===== src/shared/timer_block_defines.vh =====
// Register offsets, field positions and reset values for the timer block.
`ifndef TIMER_BLOCK_DEFINES_VH
`define TIMER_BLOCK_DEFINES_VH
`define OFS_CTRL 6'h00
`define OFS_SRC 6'h04
`define OFS_PRESC 6'h08
`define OFS_T1CNT 6'h0c
`define OFS_T4CNT 6'h18
`define OFS_T1RLD 6'h1c
`define OFS_T4RLD 6'h28
`define OFS_T4HIGH 6'h2c
`define OFS_PMCTL 6'h30
`define OFS_EXTIN 6'h34
`define OFS_STATUS 6'h38
`define OFS_PORT 6'h3c
`define CTRL_PRESC_RUN 0
`define CTRL_T1_RUN 1
`define CTRL_PWM_EXT 5
`define CTRL_CNTR_OUT 6
`define CTRL_PORT_DIR 7
`define PM_SRC_EXTERNAL_IRQ_ZERO_PIN 0
`define PM_ENABLE 2
`define EXT_SYNC_SEL 0
`define EXT_EXTERNAL_IRQ_ZERO_PIN_EN 3
`define ST_T1_FLAG 0
`define ST_CNTR_PIN 1
`define ST_EXTERNAL_IRQ_ZERO_PIN_PIN 2
`define ST_PM_BUSY 3
`define SRC_PRESC 2'h0
`define SRC_PREV 2'h1
`define SRC_CNTR 2'h2
`define SRC_MAIN 2'h3
`define RST_BYTE 8'h00
`define RST_RELOAD 8'hff
`endif


===== src/logic/timer_block.v =====
// Prescaler, four reloading timers, PWM and period measurement behind Wishbone.
// Notes on behaviour
// Halt prescaler before reading or loading it.
// Change timer count source only while stopped.
// Read timer count only after stopping it.
// Write timer count only after stopping it.
// Avoid underflow cycle when writing reload registers.
// Do not stop PWM timer at underflow.
// High reload must be at least one.
// Prescaler, timers 1-3 count on first rise.
// Timer 4 counts on rise after fall.
// Measuring: timer 1 flag marks completion, not underflow.
// Edges before timer runs produce no count.
// Disabling measurement may set timer 1 flag.
// Software masks, then clears flag after stopping.
// Measurement needs sync select bit cleared.
// Start timer right after enabling; stop before read.
// Timer 1 source must be much faster.
// Measured pin must not be timer 1 source.
// Interrupt-zero pin source needs input enable bit.
// Shared counter pin keeps port input available.
// Underflow reloads from reload register and continues.
`timescale 1ns/10ps
`include "timer_block_defines.vh"
module timer_block #(
	parameter W = 8
) (
	input wire ref_clk,
	input wire rstn,
	input wire wb_cyc_i,
	input wire wb_stb_i,
	input wire wb_we_i,
	input wire [5:0] wb_adr_i,
	input wire [3:0] wb_sel_i,
	input wire [31:0] wb_dat_i,
	output reg [31:0] wb_dat_o,
	output reg wb_ack_o,
	input wire counter_pin_zero_i,
	output reg counter_pin_zero_o,
	output reg counter_pin_zero_oe,
	input wire external_irq_zero_pin_i,
	output reg pwm_o,
	output reg first_timer_irq_flag_o
);
	reg rst_s1_q, rst_s2_q;
	wire rst_n = rst_s2_q;
	always @(posedge ref_clk or negedge rstn) begin
		if (!rstn) begin
			rst_s1_q <= 1'b0;
			rst_s2_q <= 1'b0;
		end else begin
			rst_s1_q <= 1'b1;
			rst_s2_q <= rst_s1_q;
		end
	end

	// Pin synchronisers; only the second stage is looked at.
	reg cntr_s1_q, cntr_s2_q, external_irq_zero_pin_s1_q, external_irq_zero_pin_s2_q;
	always @(posedge ref_clk or negedge rst_n) begin
		if (!rst_n) begin
			cntr_s1_q <= 1'b0;
			cntr_s2_q <= 1'b0;
			external_irq_zero_pin_s1_q <= 1'b0;
			external_irq_zero_pin_s2_q <= 1'b0;
		end else begin
			cntr_s1_q <= counter_pin_zero_i;
			cntr_s2_q <= cntr_s1_q;
			external_irq_zero_pin_s1_q <= external_irq_zero_pin_i;
			external_irq_zero_pin_s2_q <= external_irq_zero_pin_s1_q;
		end
	end

	reg [7:0] ctrl_q, src_sel_q, pm_ctl_q, ext_in_q, port_q;
	reg [W-1:0] presc_cnt_q, presc_rld_q, high_rld_q;
	reg [W-1:0] rld_q [0:3];
	reg presc_out_q, main_div_q, t1_flag_q, pm_gate_q, meas_q;
	wire [W-1:0] cnt [0:3];
	wire [3:0] uf, tout;
	wire [3:0] src;
	wire [3:0] wr_cnt;

	wire bus_req = wb_cyc_i & wb_stb_i & ~wb_ack_o;
	wire bus_wr = bus_req & wb_we_i & wb_sel_i[0];
	wire bus_rd_flag = bus_req & ~wb_we_i;
	wire [7:0] wd = wb_dat_i[7:0];
	// One-hot timer select for count writes, so each generated timer needs no address arithmetic.
	wire cnt_win = wb_adr_i >= `OFS_T1CNT && wb_adr_i <= `OFS_T4CNT && wb_adr_i[1:0] == 2'h0;
	wire [3:0] cnt_hot = 4'h1 << (wb_adr_i[3:2] - 2'h3);

	// Input enable gates the interrupt-zero pin before it can be measured.
	wire external_irq_zero_pin_in = external_irq_zero_pin_s2_q & ext_in_q[`EXT_EXTERNAL_IRQ_ZERO_PIN_EN];
	wire meas_sig = pm_ctl_q[`PM_SRC_EXTERNAL_IRQ_ZERO_PIN] ? external_irq_zero_pin_in : cntr_s2_q;
	wire meas_rise = meas_sig & ~meas_q;
	wire pm_en = pm_ctl_q[`PM_ENABLE];
	wire t1_run = ctrl_q[`CTRL_T1_RUN];

	// Prescaler counts every clock while running; its output toggles on underflow.
	always @(posedge ref_clk or negedge rst_n) begin
		if (!rst_n) begin
			presc_cnt_q <= {W{1'b0}};
			presc_out_q <= 1'b0;
			main_div_q <= 1'b0;
		end else begin
			main_div_q <= ~main_div_q;
			if (ctrl_q[`CTRL_PRESC_RUN]) begin
				if (presc_cnt_q == {W{1'b0}}) begin
					presc_cnt_q <= presc_rld_q;
					presc_out_q <= ~presc_out_q;
				end else begin
					presc_cnt_q <= presc_cnt_q - {{(W-1){1'b0}}, 1'b1};
				end
			end else if (bus_wr && wb_adr_i == `OFS_PRESC) begin
				presc_cnt_q <= wd;
			end
		end
	end

	genvar i;
	generate
		for (i = 0; i < 4; i = i + 1) begin : g_timer
			wire prev = (i == 0) ? presc_out_q : tout[(i + 3) % 4];
			reg sel_src;
			always @* begin
				case (src_sel_q[2*i+1:2*i])
					`SRC_PRESC: sel_src = presc_out_q;
					`SRC_PREV: sel_src = prev;
					`SRC_CNTR: sel_src = cntr_s2_q;
					default: sel_src = main_div_q;
				endcase
			end
			assign src[i] = sel_src;
			assign wr_cnt[i] = bus_wr & cnt_win & cnt_hot[i];
			timer_unit #(
				.W(W),
				.FALL_FIRST(i == 3)
			) u_timer (
				.clk(ref_clk),
				.rst_n(rst_n),
				// Timer 1 only counts inside the measured interval while measuring.
				.run(ctrl_q[`CTRL_T1_RUN + i] & ((i != 0) | ~pm_en | pm_gate_q)),
				.src(src[i]),
				.wr_cnt(wr_cnt[i]),
				.wr_data(wd),
				.reload(rld_q[i]),
				.use_high((i == 3) & ctrl_q[`CTRL_PWM_EXT]),
				.high_reload(high_rld_q),
				.cnt_q(cnt[i]),
				.uf_q(uf[i]),
				.out_q(tout[i])
			);
		end
	endgenerate

	// Register writes; the same write decode drives timer count loads above.
	integer k;
	always @(posedge ref_clk or negedge rst_n) begin
		if (!rst_n) begin
			ctrl_q <= `RST_BYTE;
			src_sel_q <= `RST_BYTE;
			pm_ctl_q <= `RST_BYTE;
			ext_in_q <= `RST_BYTE;
			port_q <= `RST_BYTE;
			presc_rld_q <= `RST_RELOAD;
			high_rld_q <= `RST_RELOAD;
			for (k = 0; k < 4; k = k + 1)
				rld_q[k] <= `RST_RELOAD;
		end else if (bus_wr) begin
			case (wb_adr_i)
				`OFS_CTRL: ctrl_q <= wd;
				`OFS_SRC: src_sel_q <= wd;
				`OFS_PRESC: presc_rld_q <= wd;
				`OFS_T4HIGH: high_rld_q <= wd;
				`OFS_PMCTL: pm_ctl_q <= wd;
				`OFS_EXTIN: ext_in_q <= wd;
				`OFS_PORT: port_q <= wd;
				default: begin
					// Reload writes take effect at the next underflow only.
					if (wb_adr_i >= `OFS_T1RLD && wb_adr_i <= `OFS_T4RLD)
						rld_q[wb_adr_i[3:2] - 2'h3] <= wd;
				end
			endcase
		end
	end

	// Measurement: first edge opens the gate, second edge closes it and flags completion.
	wire flag_clr = bus_wr && wb_adr_i == `OFS_STATUS && wd[`ST_T1_FLAG];
	wire pm_stop = bus_wr && wb_adr_i == `OFS_PMCTL && pm_en && !wd[`PM_ENABLE];
	wire pm_done = pm_en && t1_run && pm_gate_q && meas_rise;
	wire flag_set = (pm_en ? pm_done : uf[0]) | (pm_stop & pm_gate_q);
	always @(posedge ref_clk or negedge rst_n) begin
		if (!rst_n) begin
			meas_q <= 1'b0;
			pm_gate_q <= 1'b0;
			t1_flag_q <= 1'b0;
		end else begin
			meas_q <= meas_sig;
			if (!pm_en || pm_stop)
				pm_gate_q <= 1'b0;
			else if (t1_run && meas_rise)
				pm_gate_q <= ~pm_gate_q;
			// A new event in the clearing cycle still sets the flag.
			if (flag_set)
				t1_flag_q <= 1'b1;
			else if (flag_clr)
				t1_flag_q <= 1'b0;
		end
	end

	// Counter pin: output mode drives timer 1 output, port input stays readable.
	always @(posedge ref_clk or negedge rst_n) begin
		if (!rst_n) begin
			counter_pin_zero_o <= 1'b0;
			counter_pin_zero_oe <= 1'b0;
			pwm_o <= 1'b0;
			first_timer_irq_flag_o <= 1'b0;
		end else begin
			counter_pin_zero_oe <= ctrl_q[`CTRL_CNTR_OUT] | ctrl_q[`CTRL_PORT_DIR];
			counter_pin_zero_o <= ctrl_q[`CTRL_CNTR_OUT] ? tout[0] : port_q[0];
			pwm_o <= tout[3];
			first_timer_irq_flag_o <= t1_flag_q;
		end
	end

	// Wishbone answer: one wait state, ack for a single cycle, unmapped reads zero.
	always @(posedge ref_clk or negedge rst_n) begin
		if (!rst_n) begin
			wb_ack_o <= 1'b0;
			wb_dat_o <= 32'h0000_0000;
		end else begin
			wb_ack_o <= bus_req;
			wb_dat_o <= 32'h0000_0000;
			if (bus_rd_flag) begin
				case (wb_adr_i)
					`OFS_CTRL: wb_dat_o[7:0] <= ctrl_q;
					`OFS_SRC: wb_dat_o[7:0] <= src_sel_q;
					`OFS_PRESC: wb_dat_o[W-1:0] <= presc_cnt_q;
					`OFS_T4HIGH: wb_dat_o[W-1:0] <= high_rld_q;
					`OFS_PMCTL: wb_dat_o[7:0] <= pm_ctl_q;
					`OFS_EXTIN: wb_dat_o[7:0] <= ext_in_q;
					`OFS_PORT: wb_dat_o[7:0] <= {7'h00, cntr_s2_q};
					`OFS_STATUS: wb_dat_o[3:0] <= {pm_gate_q, external_irq_zero_pin_s2_q, cntr_s2_q, t1_flag_q};
					default: begin
						if (wb_adr_i >= `OFS_T1CNT && wb_adr_i <= `OFS_T4CNT)
							wb_dat_o[W-1:0] <= cnt[wb_adr_i[3:2] - 2'h3];
						else if (wb_adr_i >= `OFS_T1RLD && wb_adr_i <= `OFS_T4RLD)
							wb_dat_o[W-1:0] <= rld_q[wb_adr_i[3:2] - 2'h3];
					end
				endcase
			end
		end
	end
endmodule // timer_block


===== src/logic/timer_unit.v =====
// One 8-bit down counter with reload, start alignment and toggling output.
`timescale 1ns/10ps
module timer_unit #(
	parameter W = 8,
	parameter FALL_FIRST = 0
) (
	input wire clk,
	input wire rst_n,
	input wire run,
	input wire src,
	input wire wr_cnt,
	input wire [W-1:0] wr_data,
	input wire [W-1:0] reload,
	input wire use_high,
	input wire [W-1:0] high_reload,
	output reg [W-1:0] cnt_q,
	output reg uf_q,
	output reg out_q
);
	reg src_q;
	reg armed_q;
	wire rise = src & ~src_q;
	wire fall = ~src & src_q;

	always @(posedge clk or negedge rst_n) begin
		if (!rst_n) begin
			src_q <= 1'b0;
			armed_q <= 1'b0;
			cnt_q <= {W{1'b0}};
			uf_q <= 1'b0;
			out_q <= 1'b0;
		end else begin
			src_q <= src;
			uf_q <= 1'b0;
			if (!run) begin
				armed_q <= 1'b0;
				if (wr_cnt)
					cnt_q <= wr_data;
			end else if (!armed_q) begin
				// A late-start timer waits for a falling edge, so its first interval differs.
				if (FALL_FIRST == 0 || fall)
					armed_q <= 1'b1;
			end
			// A plain timer counts on the first rise after start; only the late-start one must be armed first.
			if (run && (armed_q || FALL_FIRST == 0) && rise) begin
				if (cnt_q == {W{1'b0}}) begin
					uf_q <= 1'b1;
					out_q <= ~out_q;
					// The next interval is the high one when the output is about to go high.
					cnt_q <= (use_high && !out_q) ? high_reload : reload;
				end else begin
					cnt_q <= cnt_q - {{(W-1){1'b0}}, 1'b1};
				end
			end
		end
	end
endmodule // timer_unit


===== config.mk =====
export PLATFORM = sky130hd
export DESIGN_NAME = timer_block
export DESIGN_NICKNAME = d
export VERILOG_FILES = /design/src/logic/timer_block.v /design/src/logic/timer_unit.v
export VERILOG_INCLUDE_DIRS = /design/src /design/src/shared
export SDC_FILE = /design/constraint.sdc
export NUM_CORES = 1
export LEC_CHECK = 0
export BUFFER_PORTS_ARGS = -buffer_cell sky130_fd_sc_hd__buf_2
export CAP_MARGIN = 15
export CELL_PAD_IN_SITES_DETAIL_PLACEMENT = 1
export CELL_PAD_IN_SITES_GLOBAL_PLACEMENT = 2
export CORE_MARGIN = 2
export CORE_UTILIZATION = 25
export DETAILED_ROUTE_END_ITERATION = 8
export PLACE_DENSITY_LB_ADDON = 0.08
export SYNTH_ARGS = -nofsm -noshare
export SYNTH_HDL_FRONTEND = slang
export SYNTH_SLANG_ARGS = --single-unit

===== constraint.sdc =====
create_clock -name ref_clk -period 11.86 [get_ports ref_clk]
set_input_delay 1.186 -clock ref_clk [delete_from_list [all_inputs] [get_ports ref_clk]]
set_output_delay 1.186 -clock ref_clk [all_outputs]
set_load 0.01 [all_outputs]

Word level (Yosys, flattened, before mapping)
Index checks and enable logic that the tools add are counted.
{"block": "totals", "inputBits": 49, "out_inout_bits": 37, "ff_bits": 155, "wordCells": 227}
{"block": "op_classes", "muxes": 50, "n_reduce_logical": 62, "eq_ne": 19, "n_lt_le_gt_ge": 6, "add_sub_neg": 6, "n_shift": 1, "bitwise_logic": 40}
{"op": "8-bit two-way mux", "count": 28}
{"op": "8-bit zero test", "count": 5}
{"op": "8-bit by 1-bit subtractor with 8-bit output (second input constant)", "count": 5}
{"op": "8-bit binary-select mux with 2-bit select", "count": 2}
{"op": "32-bit bitwise mux", "count": 1}
{"op": "4-bit case mux with 8 select lines", "count": 1}
{"op": "2-bit AND reduction", "count": 16}
{"op": "6-bit == test (second input constant)", "count": 5}
{"op": "4-bit case mux with 7 select lines", "count": 1}
{"op": "1-bit logical AND", "count": 20}
{"op": "1-bit AND", "count": 19}
{"op": "1-bit NOT", "count": 17}
{"op": "8-bit demux with 2-bit select", "count": 1}
{"op": "2-bit nonzero test", "count": 7}
{"op": "1-bit two-way mux", "count": 12}
{"op": "2-bit zero test", "count": 5}
{"op": "1-bit case mux with 3 select lines", "count": 3}
{"op": "2-bit by 1-bit == test with 1-bit output (second input constant)", "count": 4}
{"op": "2-bit == test (second input constant)", "count": 4}
{"op": "7-bit OR reduction", "count": 1}
{"op": "6-bit by 3-bit == test with 1-bit output (second input constant)", "count": 1}
{"op": "6-bit by 4-bit == test with 1-bit output (second input constant)", "count": 1}
{"op": "6-bit by 4-bit greater-or-equal comparator with 1-bit output (second input constant)", "count": 1}
{"op": "6-bit by 5-bit greater-or-equal comparator with 1-bit output (second input constant)", "count": 1}
{"op": "16 further kinds", "count": 23}

Logic depth before layout (Yosys ltp)
{"block": "depth", "depth_word": 10, "depth_mapped": 11}

Cells and area by module
From an unflattened synthesis, not the netlist that was laid out.
{"block": "hier_totals", "cells_unflattened": 827, "area_unflattened_um2": 9440.3}
{"module": "timer_block", "seq_area_each_um2": 2887.8, "cells_per_inst": 483, "area_per_inst_um2": 6139.6, "instances": 1}
{"module": "timer_unit (g_timer[0].u_timer ...)", "seq_area_each_um2": 275.3, "cells_per_inst": 85, "area_per_inst_um2": 817.0, "instances": 3}
{"module": "timer_unit (g_timer[3].u_timer)", "seq_area_each_um2": 300.3, "cells_per_inst": 89, "area_per_inst_um2": 849.6, "instances": 1}

Worst setup path after synthesis
No wires, ideal clock.
{"block": "synth_timing", "kind": "input to register", "from": "input wb_adr_i[2]", "to": "register g_timer[0].u_timer.cnt_q[4]", "arrival_time_ns": 3.316, "n_path_buf": 4, "path_stages": 11, "setup_slack_ns": 8.418, "t_required_ns": 11.734, "path_cell_list": "buf_6 -> buf_2 -> inv_1 -> ha_1 -> clkbuf_1 -> nand3b_1 -> and4_1 -> clkbuf_1 -> nand3_1 -> mux2_2 -> a221o_1"}
{"block": "synth_between", "elab_chain_cells": 7}
{"element": "start: declaration", "line_no": "timer_block.v:33", "text": "input wire [5:0] wb_adr_i,"}
{"element": "6-bit by 4-bit greater-or-equal comparator with 1-bit output (no source line) / 6-bit by 5-bit <= comparator with 1-bit output (equally long branches)"}
{"element": "1-bit logical AND (no source line)"}
{"element": "1-bit logical AND", "line_no": "timer_block.v:87", "text": "wire cnt_win = wb_adr_i >= `OFS_T1CNT && wb_adr_i <= `OFS_T4CNT && wb_adr_i[1:0] == 2'h0;"}
{"element": "1-bit AND", "line_no": "timer_block.v:132", "text": "assign wr_cnt[i] = bus_wr & cnt_win & cnt_hot[i];"}
{"element": "1-bit AND *", "line_no": "timer_block.v:132"}
{"element": "2-bit nonzero test (no source line) *"}
{"element": "2-bit AND reduction (no source line) *"}
{"element": "end signal: assignment", "line_no": "timer_unit.v:29", "text": "cnt_q <= {W{1'b0}};"}
{"element": "end signal: assignment", "line_no": "timer_unit.v:38", "text": "cnt_q <= wr_data;"}
{"element": "end signal: assignment", "line_no": "timer_unit.v:50", "text": "cnt_q <= (use_high && !out_q) ? high_reload : reload;"}
{"element": "end: declaration", "line_no": "timer_unit.v:16", "text": "output reg [W-1:0] cnt_q,"}
Mark *: on every way between the ends. The rest lies on a longest branch, timed or not.
A chain may end at the register's enable or synchronous reset.

Final worst setup path
{"block": "layout_timing", "from": "input wb_adr_i[2]", "to": "register wb_dat_o[7]"}
{"block": "layout_between", "elab_chain_cells": 9}
{"element": "2-bit subtractor", "line_no": "timer_block.v:244, timer_block.v:246"}
{"element": "2-bit NOT with 3-bit output (implied by the code)", "line_no": "timer_block.v:244, timer_block.v:246"}
{"element": "8-bit binary-select mux with 2-bit select", "line_no": "timer_block.v:246", "text": "wb_dat_o[W-1:0] <= rld_q[wb_adr_i[3:2] - 2'h3];"}
{"element": "8-bit two-way mux (implied by the code) (2 in a row)", "line_no": "timer_block.v:246"}
{"element": "8-bit two-way mux", "line_no": "timer_block.v:245", "text": "else if (wb_adr_i >= `OFS_T1RLD && wb_adr_i <= `OFS_T4RLD)"}
{"element": "8-bit two-way mux", "line_no": "timer_block.v:243", "text": "if (wb_adr_i >= `OFS_T1CNT && wb_adr_i <= `OFS_T4CNT)"}
{"element": "4-bit case mux with 7 select lines *", "line_no": "timer_block.v:233", "text": "case (wb_adr_i)"}
{"element": "8-bit two-way mux *", "line_no": "timer_block.v:232", "text": "if (bus_rd_flag) begin"}
{"element": "end signal: assignment", "line_no": "timer_block.v:234", "text": "`OFS_CTRL: wb_dat_o[7:0] <= ctrl_q;"}
{"element": "end signal: indexed assignment", "line_no": "timer_block.v:244", "text": "wb_dat_o[W-1:0] <= cnt[wb_adr_i[3:2] - 2'h3];"}
{"element": "end signal: indexed assignment", "line_no": "timer_block.v:246"}
{"element": "end: declaration", "line_no": "timer_block.v:36", "text": "output reg [31:0] wb_dat_o,"}
Mark *: on every way between the ends. The rest lies on a longest branch, timed or not. The select of a mux whose other input is x is not followed.

==> run metrics <==
yosys warns 0; maximum fanout count along the critical path 22; number of antenna repair diodes 0; arrival time of the worst setup path around 4.2 ns; number of DRC markers after the initial detailed-route iteration slightly below 400; Via Count 6549; final wirelength about 32 mm; Post-synth top flop dfrtp_1; final-stage net count 883; leakage power summed over all cells between 4 and 5 nW; Max Cap Viol 0; number of post-CTS setup repair buffers 0; post-synthesis instance area 8800 µm²; Vias/cell 5.10; f_max about 250 MHz; Clock Latency Late Sink ~0.44 ns; first-pass GRT wire length roughly 48 mm; Seq/Total Area, Yosys 44.7%; CTS H-Tree Depth 4; synthesis-stage register bit count between 150 and 200; Area contributors post-synth dfrtp_1 30%, dfstp_2 14%, mux2_2 8.2%; transition time of the tightest slew-check pin roughly 1.0 ns; most frequent cells in the layout 106 x dfrtp_1, 64 x mux2_2, 51 x o21ai_0; antenna violations before repair 1; port buffer count 34; startpoint type of the worst setup path primary input; detailed-route wire length per cell 24.8 µm; half-perimeter wire length after detailed placement about 23 mm; tightest hold margin 0.162 ns; vias in the first global route approximately 7000; final count of hold timing violations 0; required time reported for the critical path endpoint 12.16 ns; CTS tree built; number of antenna-violating nets in the routed design 0; Root Driver clkbuf_16; outcome completed; critical path capture point type flop; Final period util between 30% and 40%; Resized cells post-CTS 0; Final Skew around 0.012 ns; post-synthesis average cell area between 10 and 15 µm²; worst stage delay on the critical path 0.66 ns; Remaining DRCs 0; sequential share of power between 40% and 50%; library cell with the largest summed area after synthesis dfrtp_1; growth of design area from synthesis to finish 12.7%; Pins Over Slew Limit 0; maximum buffer depth of the clock tree 2; clock input transition at the sequential cells of the worst setup and hold paths roughly 0.070 ns; GRT Residual Overflow 0; synth unique cells 75; most common cell after layout, fill and taps aside dfrtp_1; die outline width 192 µm; Critical Path, Cell by Cell buf_2 > inv_1 > ha_1 > nor3b_1 > o21ai_1 > nand2b_1 > o22a_1 > o22ai_1; Crit Path Class primary input to flop; final RePlAce weighted congestion 0.786; P_sw between 0.4 and 0.5 mW; Rows between 60 and 70; internal power between 0.9 and 1 mW; IR Drop Worst-Case VDD between 0.0001 and 0.00015 V; crit path time final just under 4 ns; fraction of layout cells with a size suffix above 1 between 20% and 30%; clock sink total roughly 160; DIE AREA around 37000 µm²; Top-Level Pins between 80 and 90; share of total power consumed by net switching roughly 29%; hold-fix buffers at CTS 0; Final setup violation count 0; share of synthesized flip-flops with an asynchronous set or reset 100%; Slew Limit Headroom a little under a third; part of the power in combinational logic between 10% and 20%; unrepaired setup endpoints after global routing no; power density cells between 100 and 150 nW/µm²; initial core utilization 25.4%; total iterations of the first detailed-routing run 6; Gate Count Post-Synth just over 800; Total Power Consumption about 1.4 mW; portion of synthesized cell area occupied by the leading cell type a little under a third; number of synthesized flops with an enable pin 0; Post-Route Setup TNS 0 ns; maximum number of pins on one net before global-route repair 76; number of CTS-inserted buffers 17; Core Box Area roughly 35000 µm²; global router's overall resource usage between 10% and 20%; clock network power share between 40% and 50%; Chip Height ~190 µm; Critical Path Slowest Stage Cell o21ai_1; Worst Hold Class flop to asynchronous set/reset pin
==> critical path, delay by kind of cell <==
kind                     cells  cell delay [ns]
adder cells (fa/ha/maj)      1             0.41
AO/OA/AOI/OAI                3             1.32
buffers and inverters        2             0.74
AND/OR/NAND/NOR              2             0.58
==> routing by layer <==
metal | vias to the layer above | wire (µm) | global-route usage [%]
li1 | 2945 | - | -
met5 | - | 0 | 0
met1 | 3475 | 15500 | 26.1
met4 | 0 | 436 | 4.79
met3 | 22 | 1170 | 2.38
met2 | 107 | 14700 | 28.4
==> area by class of cell <==
class	instances	area (µm²)
Clock buffer	18	429
Clock inverter	14	209
Fill cell	3831	24700
Inverter	44	165
Multi-Input combinational cell	561	4410
Sequential cell	155	3940
Tap cell	455	569
Timing Repair Buffer	37	193
==> flip-flops by register name (all words and copies together), names as in the netlist, 4 cells and up <==
signal / cells
ctrl_q: 8
ext_in_q: 8
g_timer.u_timer.cnt_q: 32
g_timer.u_timer.out_q: 4
g_timer.u_timer.src_q: 4
high_rld_q: 8
pm_ctl_q: 8
presc_cnt_q: 8
presc_rld_q: 8
rld_q: 32
src_sel_q: 8
wb_dat_o: 8
==> stage by stage <==
step / instance area, µm² / instances / setup WS [ns] / utilization (%)
final: 9920 / 1284 / 7.92 / 28.6
after detailed placement: 9280 / 1252 / 7.47 / 26.8
after floorplan: 8890 / 830 / 7.31 / -
after global placement: 9280 / 1252 / 7.53 / 26.8
after global routing: 9920 / 1284 / 7.75 / 28.6
after CTS: 9920 / 1284 / 7.93 / 28.6
==> power groups by stage <==
stage	Combinational [mW]	Sequential [mW]	Clock, mW
after CTS	0.171	0.618	0.624
after floorplan	0.122	0.605	0
after global routing	0.188	0.624	0.646
final	0.168	0.618	0.610
after global placement	0.164	0.626	0
after detailed placement	0.170	0.627	0
==> cell usage after synthesis (11+ instances only) <==
library cell / number
a21oi_1: 18
a22oi_1: 18
and3_1: 12
buf_2: 11
buf_4: 24
clkbuf_1: 32
dfrtp_1: 107
dfstp_2: 48
ha_1: 18
inv_1: 44
mux2_2: 64
mux2i_1: 27
mux4_2: 16
nand2_1: 46
nand2b_1: 11
nand3_1: 11
nor2_1: 39
nor3_1: 13
o211ai_1: 14
o21ai_0: 51
o22ai_1: 14
==> worst paths after layout <==
| check | start | end | slack [ns] | depth (start not counted) |
|---|---|---|---|---|
| hold / removal | rst_n$_DFF_PN0_ | presc_cnt_q[2]$_DFFE_PN0P_ | 0.16 | 0 |
| min in group ref_clk | rst_s1_q$_DFF_PN0_ | rst_n$_DFF_PN0_ | 0.35 | 0 |
| hold reg to reg | rst_n$_DFF_PN0_ | presc_cnt_q[2]$_DFFE_PN0P_ | 0.16 | 0 |
| setup reg to reg | g_timer[3].u_timer.cnt_q[0]$_DFFE_PN0P_ | g_timer[3].u_timer.cnt_q[0]$_DFFE_PN0P_ | 9.08 | 7 |
| max in group asynchronous | rst_n$_DFF_PN0_ | g_timer[1].u_timer.cnt_q[4]$_DFFE_PN0P_ | 10.43 | 1 |
| setup / recovery | wb_adr_i[2] | wb_dat_o[7]$_DFF_PN0_ | 7.92 | 8 |
==> cells by family after synthesis <==
group,Yosys count,synth area share (%)
adders and majority gates,18,2.56
xor gates and xnor gates,17,1.69
buffers and inverters,114,6.13
AOI/OAI and AO/OA,188,15.4
and+or+nand+nor,198,12.3
muxes,115,17.1
DFF,155,44.7
other,2,0.0853
(Power assumes the default switching activity.)
